--- config.mk ---
export PLATFORM = sky130hd
export DESIGN_NAME = adgen_core
export DESIGN_NICKNAME = d
export VERILOG_FILES = /design/src/adgen_pkg.sv /design/src/adgen_modulo.sv /design/src/adgen_incdec.sv /design/src/adgen_core.sv
export SDC_FILE = /design/constraint.sdc
export NUM_CORES = 1
export LEC_CHECK = 0
export BUFFER_PORTS_ARGS = -buffer_cell sky130_fd_sc_hd__clkbuf_2
export CAP_MARGIN = 20
export CELL_PAD_IN_SITES_DETAIL_PLACEMENT = 1
export CELL_PAD_IN_SITES_GLOBAL_PLACEMENT = 2
export CORE_MARGIN = 2
export CORE_UTILIZATION = 41
export DETAILED_ROUTE_END_ITERATION = 8
export PLACE_DENSITY_LB_ADDON = 0.12
export SYNTH_ARGS = -nofsm -noshare
export SYNTH_HDL_FRONTEND = slang
export SYNTH_SLANG_ARGS = --single-unit
--- constraint.sdc ---
create_clock -name core_clk_in -period 11.2 [get_ports core_clk_in]
set_input_delay 2.8 -clock core_clk_in [delete_from_list [all_inputs] [get_ports core_clk_in]]
set_output_delay 2.8 -clock core_clk_in [all_outputs]
set_load 0.1 [all_outputs]
--- src/adgen_pkg.sv ---
// Shared constants and types for the address generation unit
package adgen_pkg;

  localparam int ADDR_W = 16;
  localparam int SHORT_W = 6;

  // Register selects on the core global data bus
  localparam logic [2:0] SEL_PTR0 = 3'h0;
  localparam logic [2:0] SEL_PTR3 = 3'h3;
  localparam logic [2:0] SEL_STACK = 3'h4;
  localparam logic [2:0] SEL_OFFSET = 3'h5;
  localparam logic [2:0] SEL_MODIFIER = 3'h6;
  localparam logic [2:0] SEL_NONE = 3'h7;
  localparam int NUM_PTR = 5;

  // Reset values
  localparam logic [15:0] PTR_RESET = 16'h0000;
  localparam logic [15:0] OFFSET_RESET = 16'h0000;
  localparam logic [15:0] MOD_LINEAR = 16'hFFFF;

  // Highest on-chip data address reachable by the secondary bus
  localparam logic [15:0] XDATA_ONCHIP_TOP = 16'h07FF;

  localparam logic [15:0] STEP_INC = 16'h0001;
  localparam logic [15:0] STEP_DEC = 16'hFFFF;

  typedef enum logic [2:0] {
    MODE_NOUPD = 3'h0,
    MODE_POSTINC = 3'h1,
    MODE_POSTDEC = 3'h2,
    MODE_POSTOFF = 3'h3,
    MODE_IDXREG = 3'h4,
    MODE_IDXSHORT = 3'h5,
    MODE_IDXLONG = 3'h6,
    MODE_RSVD = 3'h7
  } adgen_mode_t;

  typedef enum logic [1:0] {
    TGT_NONE = 2'h0,
    TGT_XDATA = 2'h1,
    TGT_PROG = 2'h2,
    TGT_RSVD = 2'h3
  } adgen_tgt_t;

endpackage

--- src/adgen_modulo.sv ---
// Modulo arithmetic unit: linear or modulo pointer update
`timescale 1ns/1ns
`default_nettype none
module adgen_modulo
(
  // Operands
  input wire logic [15:0] ptr_in,
  input wire logic [15:0] step_in,
  input wire logic [15:0] modifier_in,
  input wire logic use_mod_in,
  // Results
  output logic [15:0] result_out,
  output logic [15:0] mask_out
);
  logic [15:0] linear;
  logic [15:0] offs;
  logic [15:0] sum;
  logic [16:0] size;
  logic [15:0] neg_mag;
  logic [15:0] fixed;

  // Buffer window spans the smallest power of two covering the modifier
  genvar b;
  generate
    for (b = 0; b < adgen_pkg::ADDR_W; b++)
    begin : g_mask
      assign mask_out[b] = |modifier_in[15:b];
    end
  endgenerate

  assign linear = ptr_in + step_in;
  assign offs = ptr_in & mask_out;
  assign sum = offs + step_in;
  assign size = {1'b0, modifier_in} + 17'h00001;
  assign neg_mag = 16'h0000 - step_in;

  // Wrap once by the buffer length; exact while the step stays within one buffer length
  always_comb
  begin
    fixed = sum;
    if (step_in[15])
    begin
      if (offs < neg_mag)
        fixed = sum + size[15:0];
    end
    else if ({1'b0, sum} > {1'b0, modifier_in})
    begin
      fixed = sum - size[15:0];
    end
  end

  assign result_out = use_mod_in ? ((ptr_in & ~mask_out) | (fixed & mask_out)) : linear;

endmodule // adgen_modulo
`default_nettype wire

--- src/adgen_incdec.sv ---
// Linear incrementer/decrementer for the dual-read pointer
`timescale 1ns/1ns
`default_nettype none
module adgen_incdec
(
  // Operand
  input wire logic [15:0] ptr_in,
  input wire logic dec_in,
  // Result
  output logic [15:0] result_out
);
  // No modulo here: keeps the second path short
  assign result_out = ptr_in + (dec_in ? adgen_pkg::STEP_DEC : adgen_pkg::STEP_INC);

endmodule // adgen_incdec
`default_nettype wire

--- src/adgen_core.sv ---
// Address generation unit: pointers, buses, update logic
`timescale 1ns/1ns
`default_nettype none
// Summary of operation
// - Four 16-bit pointers, each readable, writable and usable as bus address.
// - Up to two addresses and two updates per instruction for dual reads.
// - Primary data and program buses carry full 16-bit unsigned addresses.
// - Secondary bus addresses only reach on-chip data memory.
// - Primary operand via primary bus, second operand via secondary bus.
// - Offset serves all pointers and stack; modifier serves pointer zero, optionally one.
// - Pointer three updated by incrementer/decrementer on dual-read instructions.
// - Moved pointer, stack or modifier value usable from second following instruction.
// - Stack pointer used by push and pop, post-decremented on pop.
// - Any pointer feeds the modulo unit; result writes back to any pointer.
// - Post-update modes drive old pointer, then store updated value.
// - Program-memory data accesses use program bus and post-update pointer.
// - Counter step for normalization and conditional pointer transfer.
// - Indirect: no update, post inc/dec/offset, index by register, 6 or 16 bits.
// - Data bus reaches registers; three address buses leave the unit.
// - Integer address arithmetic in parallel, adding no cycles.
// - Modulo update wraps pointer within modifier plus one.
// - Modifier resets to all ones, meaning linear arithmetic.
module adgen_core
(
  // Clock and reset
  input wire logic core_clk_in,
  input wire logic rstn_in,
  // Instruction cycle strobe
  input wire logic instr_en_in,
  // Core global data bus access
  input wire logic gdb_wr_en_in,
  input wire logic gdb_rd_en_in,
  input wire logic [2:0] gdb_sel_in,
  input wire logic [15:0] gdb_wdata_in,
  output logic [15:0] gdb_rdata_out,
  output logic gdb_rdata_valid_out,
  // Address operation from the decoder
  input wire logic op_valid_in,
  input wire logic [2:0] op_mode_in,
  input wire logic [1:0] op_target_in,
  input wire logic [2:0] op_ptr_in,
  input wire logic [15:0] op_offset_in,
  input wire logic op_dual_in,
  input wire logic op_p3_dec_in,
  input wire logic mod_r1_en_in,
  // Normalization counter and conditional transfer
  input wire logic norm_en_in,
  input wire logic norm_dec_in,
  input wire logic [2:0] norm_ptr_in,
  input wire logic tcc_en_in,
  input wire logic tcc_true_in,
  input wire logic [2:0] tcc_src_in,
  input wire logic [2:0] tcc_dst_in,
  // Address buses
  output logic [15:0] primary_data_addr_bus_out,
  output logic primary_addr_valid_out,
  output logic [15:0] secondary_data_addr_bus_out,
  output logic secondary_addr_valid_out,
  output logic secondary_range_err_out,
  output logic [15:0] program_addr_bus_out,
  output logic program_addr_valid_out
);
  logic [15:0] ptr_cur [0:adgen_pkg::NUM_PTR-1];
  logic [15:0] offset_register;
  logic [15:0] modifier_register;
  logic pend_valid;
  logic [2:0] pend_sel;
  logic [15:0] pend_data;
  logic pend_commit;
  logic gdb_wr_go;
  logic op_go;
  logic dual_go;
  logic ptr_ok;
  logic [15:0] sel_ptr;
  logic [15:0] step;
  logic is_index;
  logic is_post;
  logic mod_use;
  logic [15:0] mod_result;
  logic [15:0] mod_mask;
  logic [15:0] p3_next;
  logic [15:0] next_addr;
  logic [15:0] tcc_val;
  logic [15:0] rd_val;
  logic mod_written;

  assign gdb_wr_go = instr_en_in && gdb_wr_en_in;
  assign op_go = instr_en_in && op_valid_in;
  assign ptr_ok = op_ptr_in <= adgen_pkg::SEL_STACK;
  assign sel_ptr = ptr_ok ? ptr_cur[op_ptr_in] : adgen_pkg::PTR_RESET;
  assign dual_go = op_go && op_dual_in && (op_target_in == adgen_pkg::TGT_XDATA);
  assign pend_commit = instr_en_in && pend_valid;
  assign tcc_val = (tcc_src_in <= adgen_pkg::SEL_STACK) ? ptr_cur[tcc_src_in]
                                                        : adgen_pkg::PTR_RESET;

  // Step selection for the modulo unit
  always_comb
  begin
    step = adgen_pkg::PTR_RESET;
    is_index = 1'b0;
    is_post = 1'b0;
    case (op_mode_in)
      adgen_pkg::MODE_POSTINC:
      begin
        step = adgen_pkg::STEP_INC;
        is_post = 1'b1;
      end
      adgen_pkg::MODE_POSTDEC:
      begin
        step = adgen_pkg::STEP_DEC;
        is_post = 1'b1;
      end
      adgen_pkg::MODE_POSTOFF:
      begin
        step = offset_register;
        is_post = 1'b1;
      end
      adgen_pkg::MODE_IDXREG:
      begin
        step = offset_register;
        is_index = 1'b1;
      end
      adgen_pkg::MODE_IDXSHORT:
      begin
        step = {{(adgen_pkg::ADDR_W - adgen_pkg::SHORT_W){op_offset_in[5]}},
                op_offset_in[5:0]};
        is_index = 1'b1;
      end
      adgen_pkg::MODE_IDXLONG:
      begin
        step = op_offset_in;
        is_index = 1'b1;
      end
      default:
      begin
        step = adgen_pkg::PTR_RESET;
      end
    endcase
  end

  // Modifier reaches pointer zero, and pointer one only when enabled
  assign mod_use = is_post && (modifier_register != adgen_pkg::MOD_LINEAR)
                   && ((op_ptr_in == adgen_pkg::SEL_PTR0)
                       || (op_ptr_in == 3'h1 && mod_r1_en_in));

  adgen_modulo u_modulo
  (
    .ptr_in(sel_ptr),
    .step_in(step),
    .modifier_in(modifier_register),
    .use_mod_in(mod_use),
    .result_out(mod_result),
    .mask_out(mod_mask)
  );

  adgen_incdec u_incdec
  (
    .ptr_in(ptr_cur[adgen_pkg::SEL_PTR3]),
    .dec_in(op_p3_dec_in),
    .result_out(p3_next)
  );

  // Post modes drive the old value; indexed modes drive the sum
  assign next_addr = is_index ? mod_result : sel_ptr;

  // Pointer file, one entry per pointer plus the stack pointer
  genvar i;
  generate
    for (i = 0; i < adgen_pkg::NUM_PTR; i++)
    begin : g_ptr
      logic [15:0] q;
      logic commit_hit;
      logic op_hit;
      logic id_hit;
      logic norm_hit;
      logic tcc_hit;
      assign commit_hit = pend_commit && (pend_sel == 3'(i));
      assign op_hit = op_go && is_post && (op_ptr_in == 3'(i));
      assign id_hit = dual_go && (i == adgen_pkg::SEL_PTR3);
      assign norm_hit = instr_en_in && norm_en_in && (norm_ptr_in == 3'(i));
      assign tcc_hit = instr_en_in && tcc_en_in && tcc_true_in && (tcc_dst_in == 3'(i));
      assign ptr_cur[i] = q;

      // Stack pointer has no useful reset value until software loads it
      always_ff @(posedge core_clk_in or negedge rstn_in)
      begin
        if (!rstn_in)
          q <= adgen_pkg::PTR_RESET;
        else if (commit_hit)
          q <= pend_data;
        else if (op_hit)
          q <= mod_result;
        else if (id_hit)
          q <= p3_next;
        else if (norm_hit)
          q <= q + (norm_dec_in ? adgen_pkg::STEP_DEC : adgen_pkg::STEP_INC);
        else if (tcc_hit)
          q <= tcc_val;
      end
    end
  endgenerate

  // Delayed landing of moved pointer, stack and modifier values
  always_ff @(posedge core_clk_in or negedge rstn_in)
  begin
    if (!rstn_in)
    begin
      pend_valid <= 1'b0;
      pend_sel <= adgen_pkg::SEL_NONE;
      pend_data <= adgen_pkg::PTR_RESET;
    end
    else if (instr_en_in)
    begin
      pend_valid <= gdb_wr_en_in && (gdb_sel_in <= adgen_pkg::SEL_STACK
                                     || gdb_sel_in == adgen_pkg::SEL_MODIFIER);
      pend_sel <= gdb_sel_in;
      pend_data <= gdb_wdata_in;
    end
  end

  // Offset register is usable on the next instruction
  always_ff @(posedge core_clk_in or negedge rstn_in)
  begin
    if (!rstn_in)
      offset_register <= adgen_pkg::OFFSET_RESET;
    else if (gdb_wr_go && gdb_sel_in == adgen_pkg::SEL_OFFSET)
      offset_register <= gdb_wdata_in;
  end

  always_ff @(posedge core_clk_in or negedge rstn_in)
  begin
    if (!rstn_in)
      modifier_register <= adgen_pkg::MOD_LINEAR;
    else if (pend_commit && pend_sel == adgen_pkg::SEL_MODIFIER)
      modifier_register <= pend_data;
  end

  // Register read over the core global data bus
  always_comb
  begin
    rd_val = adgen_pkg::PTR_RESET;
    if (gdb_sel_in <= adgen_pkg::SEL_STACK)
      rd_val = ptr_cur[gdb_sel_in];
    else if (gdb_sel_in == adgen_pkg::SEL_OFFSET)
      rd_val = offset_register;
    else if (gdb_sel_in == adgen_pkg::SEL_MODIFIER)
      rd_val = modifier_register;
  end

  always_ff @(posedge core_clk_in or negedge rstn_in)
  begin
    if (!rstn_in)
    begin
      gdb_rdata_out <= adgen_pkg::PTR_RESET;
      gdb_rdata_valid_out <= 1'b0;
    end
    else
    begin
      gdb_rdata_out <= gdb_rd_en_in ? rd_val : adgen_pkg::PTR_RESET;
      gdb_rdata_valid_out <= gdb_rd_en_in;
    end
  end

  // Primary data and program address buses
  always_ff @(posedge core_clk_in or negedge rstn_in)
  begin
    if (!rstn_in)
    begin
      primary_data_addr_bus_out <= adgen_pkg::PTR_RESET;
      primary_addr_valid_out <= 1'b0;
      program_addr_bus_out <= adgen_pkg::PTR_RESET;
      program_addr_valid_out <= 1'b0;
    end
    else
    begin
      primary_addr_valid_out <= op_go && op_target_in == adgen_pkg::TGT_XDATA;
      program_addr_valid_out <= op_go && op_target_in == adgen_pkg::TGT_PROG;
      if (op_go && op_target_in == adgen_pkg::TGT_XDATA)
        primary_data_addr_bus_out <= next_addr;
      if (op_go && op_target_in == adgen_pkg::TGT_PROG)
        program_addr_bus_out <= next_addr;
    end
  end

  // Secondary bus: pointer three, on-chip window only
  always_ff @(posedge core_clk_in or negedge rstn_in)
  begin
    if (!rstn_in)
    begin
      secondary_data_addr_bus_out <= adgen_pkg::PTR_RESET;
      secondary_addr_valid_out <= 1'b0;
      secondary_range_err_out <= 1'b0;
    end
    else
    begin
      if (dual_go)
        secondary_data_addr_bus_out <= ptr_cur[adgen_pkg::SEL_PTR3];
      secondary_addr_valid_out <= dual_go
        && ptr_cur[adgen_pkg::SEL_PTR3] <= adgen_pkg::XDATA_ONCHIP_TOP;
      secondary_range_err_out <= dual_go
        && ptr_cur[adgen_pkg::SEL_PTR3] > adgen_pkg::XDATA_ONCHIP_TOP;
    end
  end

  // Tracks whether the modifier left its reset value by software
  always_ff @(posedge core_clk_in or negedge rstn_in)
  begin
    if (!rstn_in)
      mod_written <= 1'b0;
    else if (pend_commit && pend_sel == adgen_pkg::SEL_MODIFIER)
      mod_written <= 1'b1;
  end

  a_mod_reset_linear: assert property (@(posedge core_clk_in) disable iff (!rstn_in)
    !mod_written |-> modifier_register == adgen_pkg::MOD_LINEAR)
    else $error("modifier left linear without a write");
  a_post_old_addr: assert property (@(posedge core_clk_in) disable iff (!rstn_in)
    op_go && is_post && op_target_in == adgen_pkg::TGT_XDATA
    |=> primary_addr_valid_out && primary_data_addr_bus_out == $past(sel_ptr))
    else $error("post-update did not drive old pointer");
  a_index_sum: assert property (@(posedge core_clk_in) disable iff (!rstn_in)
    op_go && op_mode_in == adgen_pkg::MODE_IDXLONG && op_target_in == adgen_pkg::TGT_XDATA
    |=> primary_data_addr_bus_out == $past(sel_ptr) + $past(op_offset_in))
    else $error("long index address wrong");
  a_index_no_wb: assert property (@(posedge core_clk_in) disable iff (!rstn_in)
    op_go && is_index && op_ptr_in == 3'h2 && !pend_commit && !norm_en_in && !tcc_en_in
    |=> $stable(ptr_cur[2]))
    else $error("indexed mode wrote back pointer");
  a_move_lands_late: assert property (@(posedge core_clk_in) disable iff (!rstn_in)
    gdb_wr_go && gdb_sel_in == 3'h1 ##1 (!instr_en_in)[*1] ##1 instr_en_in
    |=> ptr_cur[1] == $past(pend_data))
    else $error("moved pointer did not land");
  a_move_held: assert property (@(posedge core_clk_in) disable iff (!rstn_in)
    gdb_wr_go && gdb_sel_in == 3'h2 && !pend_commit && !op_go && !norm_en_in && !tcc_en_in
    |=> pend_valid && $stable(ptr_cur[2]))
    else $error("moved pointer landed too early");
  a_pop_decrement: assert property (@(posedge core_clk_in) disable iff (!rstn_in)
    op_go && op_mode_in == adgen_pkg::MODE_POSTDEC && op_ptr_in == adgen_pkg::SEL_STACK
    && !(pend_commit && pend_sel == adgen_pkg::SEL_STACK)
    |=> ptr_cur[4] == $past(ptr_cur[4]) - 16'h0001)
    else $error("stack pointer not post-decremented");
  a_dual_step: assert property (@(posedge core_clk_in) disable iff (!rstn_in)
    dual_go && op_ptr_in != adgen_pkg::SEL_PTR3 && !op_p3_dec_in
    && !(pend_commit && pend_sel == adgen_pkg::SEL_PTR3)
    |=> ptr_cur[3] == $past(ptr_cur[3]) + 16'h0001
        && secondary_data_addr_bus_out == $past(ptr_cur[3]))
    else $error("pointer three not stepped on dual read");
  a_sec_onchip: assert property (@(posedge core_clk_in) disable iff (!rstn_in)
    secondary_addr_valid_out |-> secondary_data_addr_bus_out <= adgen_pkg::XDATA_ONCHIP_TOP)
    else $error("secondary address off chip");
  a_modulo_window: assert property (@(posedge core_clk_in) disable iff (!rstn_in)
    op_go && mod_use && op_ptr_in == adgen_pkg::SEL_PTR0 && !pend_commit
    && (sel_ptr & mod_mask) <= modifier_register
    |=> (ptr_cur[0] & $past(mod_mask)) <= $past(modifier_register))
    else $error("modulo update left buffer window");
  a_prog_fetch: assert property (@(posedge core_clk_in) disable iff (!rstn_in)
    op_go && op_target_in == adgen_pkg::TGT_PROG
    |=> program_addr_valid_out && !primary_addr_valid_out)
    else $error("program data access not on program bus");
  a_gdb_readback: assert property (@(posedge core_clk_in) disable iff (!rstn_in)
    gdb_rd_en_in |=> gdb_rdata_valid_out && gdb_rdata_out == $past(rd_val))
    else $error("register read mismatch");

endmodule // adgen_core
`default_nettype wire

# Word level (Yosys, flattened, before mapping)
# Cells that the tools add are included.
[op_classes]
n_eq_ne = 28
n_bitwise = 8
order_cmp = 10
reduce_logical = 68
n_mux = 46
n_addsub = 12
[ops]
columns = ["op", "count"]
rows = [
  ["16-bit 2-to-1 mux", 40],
  ["16-bit adder", 9],
  ["16-bit binary-select mux with 3-bit select", 3],
  ["16-bit one-hot mux with 5 select lines", 1],
  ["16-bit AND", 3],
  ["1-bit logical AND", 39],
  ["3-bit by 2-bit == test with 1-bit output (second input constant)", 10],
  ["3-bit == test (second input constant)", 10],
  ["16-bit by 1-bit adder with 16-bit output (second input constant)", 1],
  ["16-bit by 11-bit greater-than comparator with 1-bit output (second input constant)", 1],
  ["16-bit greater-than comparator", 1],
  ["16-bit by 11-bit less-or-equal comparator with 1-bit output (second input constant)", 1],
  ["16-bit less-than comparator", 1],
  ["16-bit inequality test (second input constant)", 1],
  ["16-bit inverter", 1],
  ["16-bit bitwise OR", 1],
  ["4-bit nonzero test", 4],
  ["16-bit OR reduction", 1],
  ["1-bit by 16-bit subtractor with 16-bit output (first input constant)", 1],
  ["16-bit subtractor", 1],
  ["3-bit by 1-bit == test with 1-bit output (second input constant)", 5],
  ["15-bit OR reduction", 1],
  ["14-bit OR reduction", 1],
  ["13-bit OR reduction", 1],
  ["other kinds (20)", 34],
]
[totals]
out_inout_bits = 69
regBits = 201
word_cells = 191
in_bits = 65

# Logic depth before layout (Yosys ltp)
[depth]
depth_word = 15
ltp_mapped = 28
ltp_nobuf = 27

# Modules after synthesis
# A second synthesis with hierarchy kept.
[hier_totals]
hier_cells = 2610
area_unflattened_um2 = 21644.5
[modules_own_cells]
columns = ["mod", "area_each_um2", "instances", "cells_each"]
rows = [
  ["adgen_core", 15864.0, 1, 1794],
  ["adgen_modulo", 5042.3, 1, 718],
  ["adgen_incdec", 738.2, 1, 98],
]

# Least setup slack after synthesis
# Ideal clock, no wire load.
[synth_timing]
path_type = "input port to flip-flop"
startpoint = "input port op_ptr_in[1]"
endpoint = "register g_ptr[0].q[8]"
n_path_buf = 3
path_stages = 26
setup_time_ps = 126
t_arrival_ps = 8354
path_slack_ps = 2720
cell_sequence = "buf_2 -> buf_1 -> clkbuf_1 -> mux4_2 -> a22o_1 -> inv_1 -> nor2_1 -> ha_1 -> and3_1 -> a22oi_1 -> a21oi_1 -> a21o_1 -> o41ai_1 -> xor2_1 -> inv_1 -> ha_1 -> and4_1 -> and3_1 -> a221oi_1 -> o211ai_1 -> a21oi_1 -> a21oi_1 -> a211o_1 -> a22oi_1 -> a211oi_1 -> a221o_1"
[synth_between]
elab_chain_cells = 15
elab_cells_between_ends = 29
cone_classes = "add/sub: 4; order compare: 3; eq/ne: 1; mux: 10; bitwise: 5; reduce/logical: 6"
[synth_rtl]
columns = ["element", "line_no", "rtl"]
rows = [
  ["start, declared", "adgen_core.sv:41", "input wire logic [2:0] op_ptr_in,"],
  ["3-bit inverter with 4-bit output (not written as such)", "adgen_core.sv:90", "assign sel_ptr = ptr_ok ? ptr_cur[op_ptr_in] : adgen_pkg::PTR_RESET;"],
  ["16-bit binary-select mux with 3-bit select", "adgen_core.sv:90", ""],
  ["16-bit 2-to-1 mux (not written as such) (2 in a row)", "adgen_core.sv:90", ""],
  ["16-bit 2-to-1 mux", "adgen_core.sv:90", ""],
  ["16-bit AND", "adgen_modulo.sv:32", "assign offs = ptr_in & mask_out;"],
  ["16-bit adder", "adgen_modulo.sv:33", "assign sum = offs + step_in;"],
  ["16-bit subtractor (tied with other cells)", "adgen_modulo.sv:48", "fixed = sum - size[15:0];"],
  ["16-bit 2-to-1 mux, on equally long branches", "adgen_modulo.sv:46, adgen_modulo.sv:43", ""],
  ["16-bit 2-to-1 mux", "adgen_modulo.sv:41", "if (step_in[15])"],
  ["16-bit AND", "adgen_modulo.sv:52", "assign result_out = use_mod_in ? ((ptr_in & ~mask_out) | (fixed & mask_out)) : linear;"],
  ["16-bit bitwise OR", "adgen_modulo.sv:52", ""],
  ["16-bit 2-to-1 mux", "adgen_modulo.sv:52", ""],
  ["16-bit 2-to-1 mux", "adgen_core.sv:191", "else if (op_hit)"],
  ["16-bit 2-to-1 mux", "adgen_core.sv:189", "else if (commit_hit)"],
  ["end signal, assigned", "adgen_core.sv:188", "q <= adgen_pkg::PTR_RESET;"],
  ["end signal, assigned", "adgen_core.sv:190", "q <= pend_data;"],
  ["end signal, assigned", "adgen_core.sv:192", "q <= mod_result;"],
  ["end, declared", "adgen_core.sv:171", "logic [15:0] q;"],
]
# Parallel ways exist; a longest one is shown, timed or not. The select of a mux whose other input is x is not followed.
# A chain may end at the register's enable or synchronous reset.

# Final worst setup path
[layout_timing]
startpoint = "input port op_ptr_in[0]"
endpoint = "register primary_data_addr_bus_out[13]"
[layout_between]
elab_chain_cells = 14
elab_cells_between_ends = 26
cone_classes = "add/sub: 4; order compare: 3; eq/ne: 1; mux: 9; bitwise: 5; reduce/logical: 4"
[layout_rtl]
columns = ["element", "line_no", "rtl"]
rows = [
  ["3-bit inverter with 4-bit output (not written as such)", "adgen_core.sv:90", ""],
  ["16-bit binary-select mux with 3-bit select", "adgen_core.sv:90", ""],
  ["16-bit 2-to-1 mux (not written as such) (2 in a row)", "adgen_core.sv:90", ""],
  ["16-bit 2-to-1 mux", "adgen_core.sv:90", ""],
  ["16-bit AND", "adgen_modulo.sv:32", ""],
  ["16-bit adder", "adgen_modulo.sv:33", ""],
  ["16-bit subtractor (tied with other cells)", "adgen_modulo.sv:48", ""],
  ["16-bit 2-to-1 mux, on equally long branches", "adgen_modulo.sv:46, adgen_modulo.sv:43", ""],
  ["16-bit 2-to-1 mux", "adgen_modulo.sv:41", ""],
  ["16-bit AND", "adgen_modulo.sv:52", ""],
  ["16-bit bitwise OR", "adgen_modulo.sv:52", ""],
  ["16-bit 2-to-1 mux", "adgen_modulo.sv:52", ""],
  ["16-bit 2-to-1 mux *", "adgen_core.sv:164", "assign next_addr = is_index ? mod_result : sel_ptr;"],
  ["end signal, assigned", "adgen_core.sv:269", "primary_data_addr_bus_out <= adgen_pkg::PTR_RESET;"],
  ["end signal, assigned", "adgen_core.sv:279", "primary_data_addr_bus_out <= next_addr;"],
  ["end, declared", "adgen_core.sv:55", "output logic [15:0] primary_data_addr_bus_out,"],
]
# Mark *: on every way between the ends. The rest lies on a longest branch, timed or not. The select of a mux whose other input is x is not followed.

==> impl_metrics.env <==
export IMPL_status="finished clean"
export IMPL_routedWlPerCell_um=29.9
export IMPL_cts_tree="done"
export IMPL_grt_max_degree=82
export IMPL_synth_most_common_cell="nand2_1"
export IMPL_setup_tns_final_ps=0
export IMPL_synth_edf_count=0
export IMPL_ant_nets=0
export IMPL_synth_area_per_cell_um2=8.27
export IMPL_path_max_fanout=26
export IMPL_drcViolationCount=0
export IMPL_syn_to_final_growth_pct=11.1
export IMPL_arrival_ps=10060
export IMPL_synthArstFlopShare_pct=100
export IMPL_num_vias=21800
export IMPL_cp_required_ps=11560
export IMPL_fin_util_pct=45.8
export IMPL_tightest_slew_ps=1340
export IMPL_yosys_area_top_type_share_pct=21.6
export IMPL_portBuffers=133
export IMPL_synth_seq_cells=201
export IMPL_slew_violations=0
export IMPL_hold_class="register to register"
export IMPL_hold_buffers=0
export IMPL_grt_pass1_wl_um=147000
export IMPL_finalCritPeriodShare_pct=86.6
export IMPL_regArea_um2=5050
export IMPL_core_area_um2=51100
export IMPL_slew_headroom_pct=10.3
export IMPL_synth_area_um2=21100
export IMPL_synth_fp_nets=2804
export IMPL_ys_flop_type="dfrtp_1"
export IMPL_grt_setup_unrepaired="false"
export IMPL_dieArea_um2=53200
export IMPL_fin_crit_ps=9700
export IMPL_drive_gt1_share_pct=14.8
export IMPL_place_gp_congestion=1.00
export IMPL_ir_drop_v=0.000192
export IMPL_p_leak_nw=10.6
export IMPL_die_h_um=231
export IMPL_ys_seq_area_share_pct=24.0
export IMPL_cts_root_buf="clkbuf_16"
export IMPL_final_hold_viol_count=0
export IMPL_dr_pass1_iters=6
export IMPL_clock_sinks=201
export IMPL_max_freq_mhz=103
export IMPL_cts_clk_slew_worst_paths_ps=60
export IMPL_post_synth_top_area_cell="dfrtp_1"
export IMPL_initial_core_util_pct=41.3
export IMPL_grt_usage_pct=36.9
export IMPL_insertion_delay_ps=550
export IMPL_viasPerCell=6.51
export IMPL_synth_cell_types=91
export IMPL_synth_commonest_cells="nand2_1 (261), o21ai_0 (219), nor2_1 (193)"
export IMPL_synthCells=2549
export IMPL_synth_warning_count=0
export IMPL_fill_cells=6162
export IMPL_multi_input_area_um2=15100
export IMPL_htree_levels=1
export IMPL_cap_violations=0
export IMPL_first_iter_violations=1995
export IMPL_wl_um=99900
export IMPL_cp_start_kind="input port"
export IMPL_path_class="input port to register"
export IMPL_clock_tree_buffer_depth=3
export IMPL_synthTopCellsByArea="dfrtp_1 (22%), ha_1 (11%), o21ai_0 (5.2%)"
export IMPL_post_cts_buffers=0
export IMPL_dp_hpwl_um=79500
export IMPL_row_count=83
export IMPL_p_per_area_nw_per_um2=301
export IMPL_grt_antenna_before_repair=7
export IMPL_num_io_pins=134
export IMPL_layout_nets=2896
export IMPL_cts_resized=0
export IMPL_finClkSkew_ps=15.0
export IMPL_die_w_um=231
export IMPL_grt_overflow=0
export IMPL_finalSetupViolCount=0
export IMPL_crit_path_end_kind="register"
export IMPL_first_global_vias=22000
export IMPL_cts_inserted_buffers=25
[sequential cells by signal, indices dropped and copies added (netlist names), 3 cells and up]
register,count
pend_data,16
secondary_data_addr_bus_out,16
primary_data_addr_bus_out,16
modifier_register,16
gdb_rdata_out,16
program_addr_bus_out,16
g_ptr.q,80
offset_register,16
pend_sel,3
[final cells by class]
cell class / instances / area share (%)
multi-input combinational: 2093 / 64.3
sequential: 201 / 21.6
timing repair buffer: 192 / 4.77
tap: 680 / 3.63
clock buffer: 33 / 3.01
inverter: 128 / 2.05
clock inverter: 9 / 0.652
antenna: 4 / 0.0427
[logic make-up after synthesis]
family                     count (synthesis)  synth area share (%)
AOI/OAI and AO/OA                        858                  26.8
xor gates and xnor gates                 146                  6.26
adders and majority gates                191                  11.7
buffers and inverters                    255                  4.70
DFF                                      201                  24.0
muxes                                    141                  9.68
and+or+nand+nor                          757                  16.9
[worst paths after layout]
kind / from / to / slack (ps) / depth (start not counted)
hold / removal: secondary_data_addr_bus_out[5] / secondary_data_addr_bus_out[5] / 490 / 2
min in group asynchronous: rstn_in / offset_register[9] / 2300 / 1
max in group asynchronous: rstn_in / secondary_data_addr_bus_out[0] / 6770 / 3
setup / recovery: op_ptr_in[0] / primary_data_addr_bus_out[13] / 1500 / 23
hold reg to reg: secondary_data_addr_bus_out[5] / secondary_data_addr_bus_out[5] / 490 / 2
setup reg to reg: modifier_register[15] / primary_data_addr_bus_out[13] / 2500 / 26
[power breakdown]
part | total (mW) | internal, mW | switching (mW)
Sequential | 1.49 | 0.973 | 0.516
Clock | 0.881 | 0.532 | 0.349
Combinational | 4.69 | 1.64 | 3.05
[layer usage]
layer	vias to the layer above	GRT usage, %	routed length [um]
met5	-	0	14
met2	915	59.4	45000
met3	267	5.56	7310
met1	11000	48.7	42100
li1	9617	-	-
met4	2	17.3	5530
[worst max-delay path, cell delays in order]
cell	delay [ps]
clkbuf_2	420
nor3b_4	790
a22oi_1	330
nor2_1	350
ha_1	290
a21o_1	190
a22oi_1	350
a21oi_1	170
a21o_1	240
o41ai_1	310
xor2_1	220
inv_1	120
ha_1	310
and4_1	210
and3_1	180
a221oi_1	360
o211ai_1	370
nand3_1	350
o22ai_1	110
mux2i_1	170
o221ai_1	190
a31oi_1	900
o221ai_1	300
[cells in the final DEF, fill, tap and decap left out, types with 42 or more instances in the layout]
cell type	count
nand2_1	261
o21ai_0	219
nor2_1	192
dfrtp_1	182
ha_1	180
a21oi_1	164
clkbuf_2	131
inv_1	127
xnor2_1	102
nor2b_1	64
a22oi_1	60
nor3_1	58
buf_4	58
a21o_1	54
mux2i_1	53
mux4_2	46
a211oi_1	43
o22ai_1	42
nand3_1	42
mux2_2	42
[stage by stage]
stage / instance area [um2] / hold WS [ps] / setup slack (ps) / instances / power [mW]
floorplan: 21100 / 513 / 2720 / 2549 / 4.39
global placement: 22500 / 464 / 1390 / 3292 / 5.95
detailed placement: 22500 / 477 / 1170 / 3292 / 6.06
CTS: 23400 / 490 / 1680 / 3334 / 6.97
global route: 23400 / 519 / 1060 / 3336 / 7.42
finish: 23400 / 488 / 1500 / 3340 / 7.05
No activity file was read; power rests on OpenSTA's default activity.
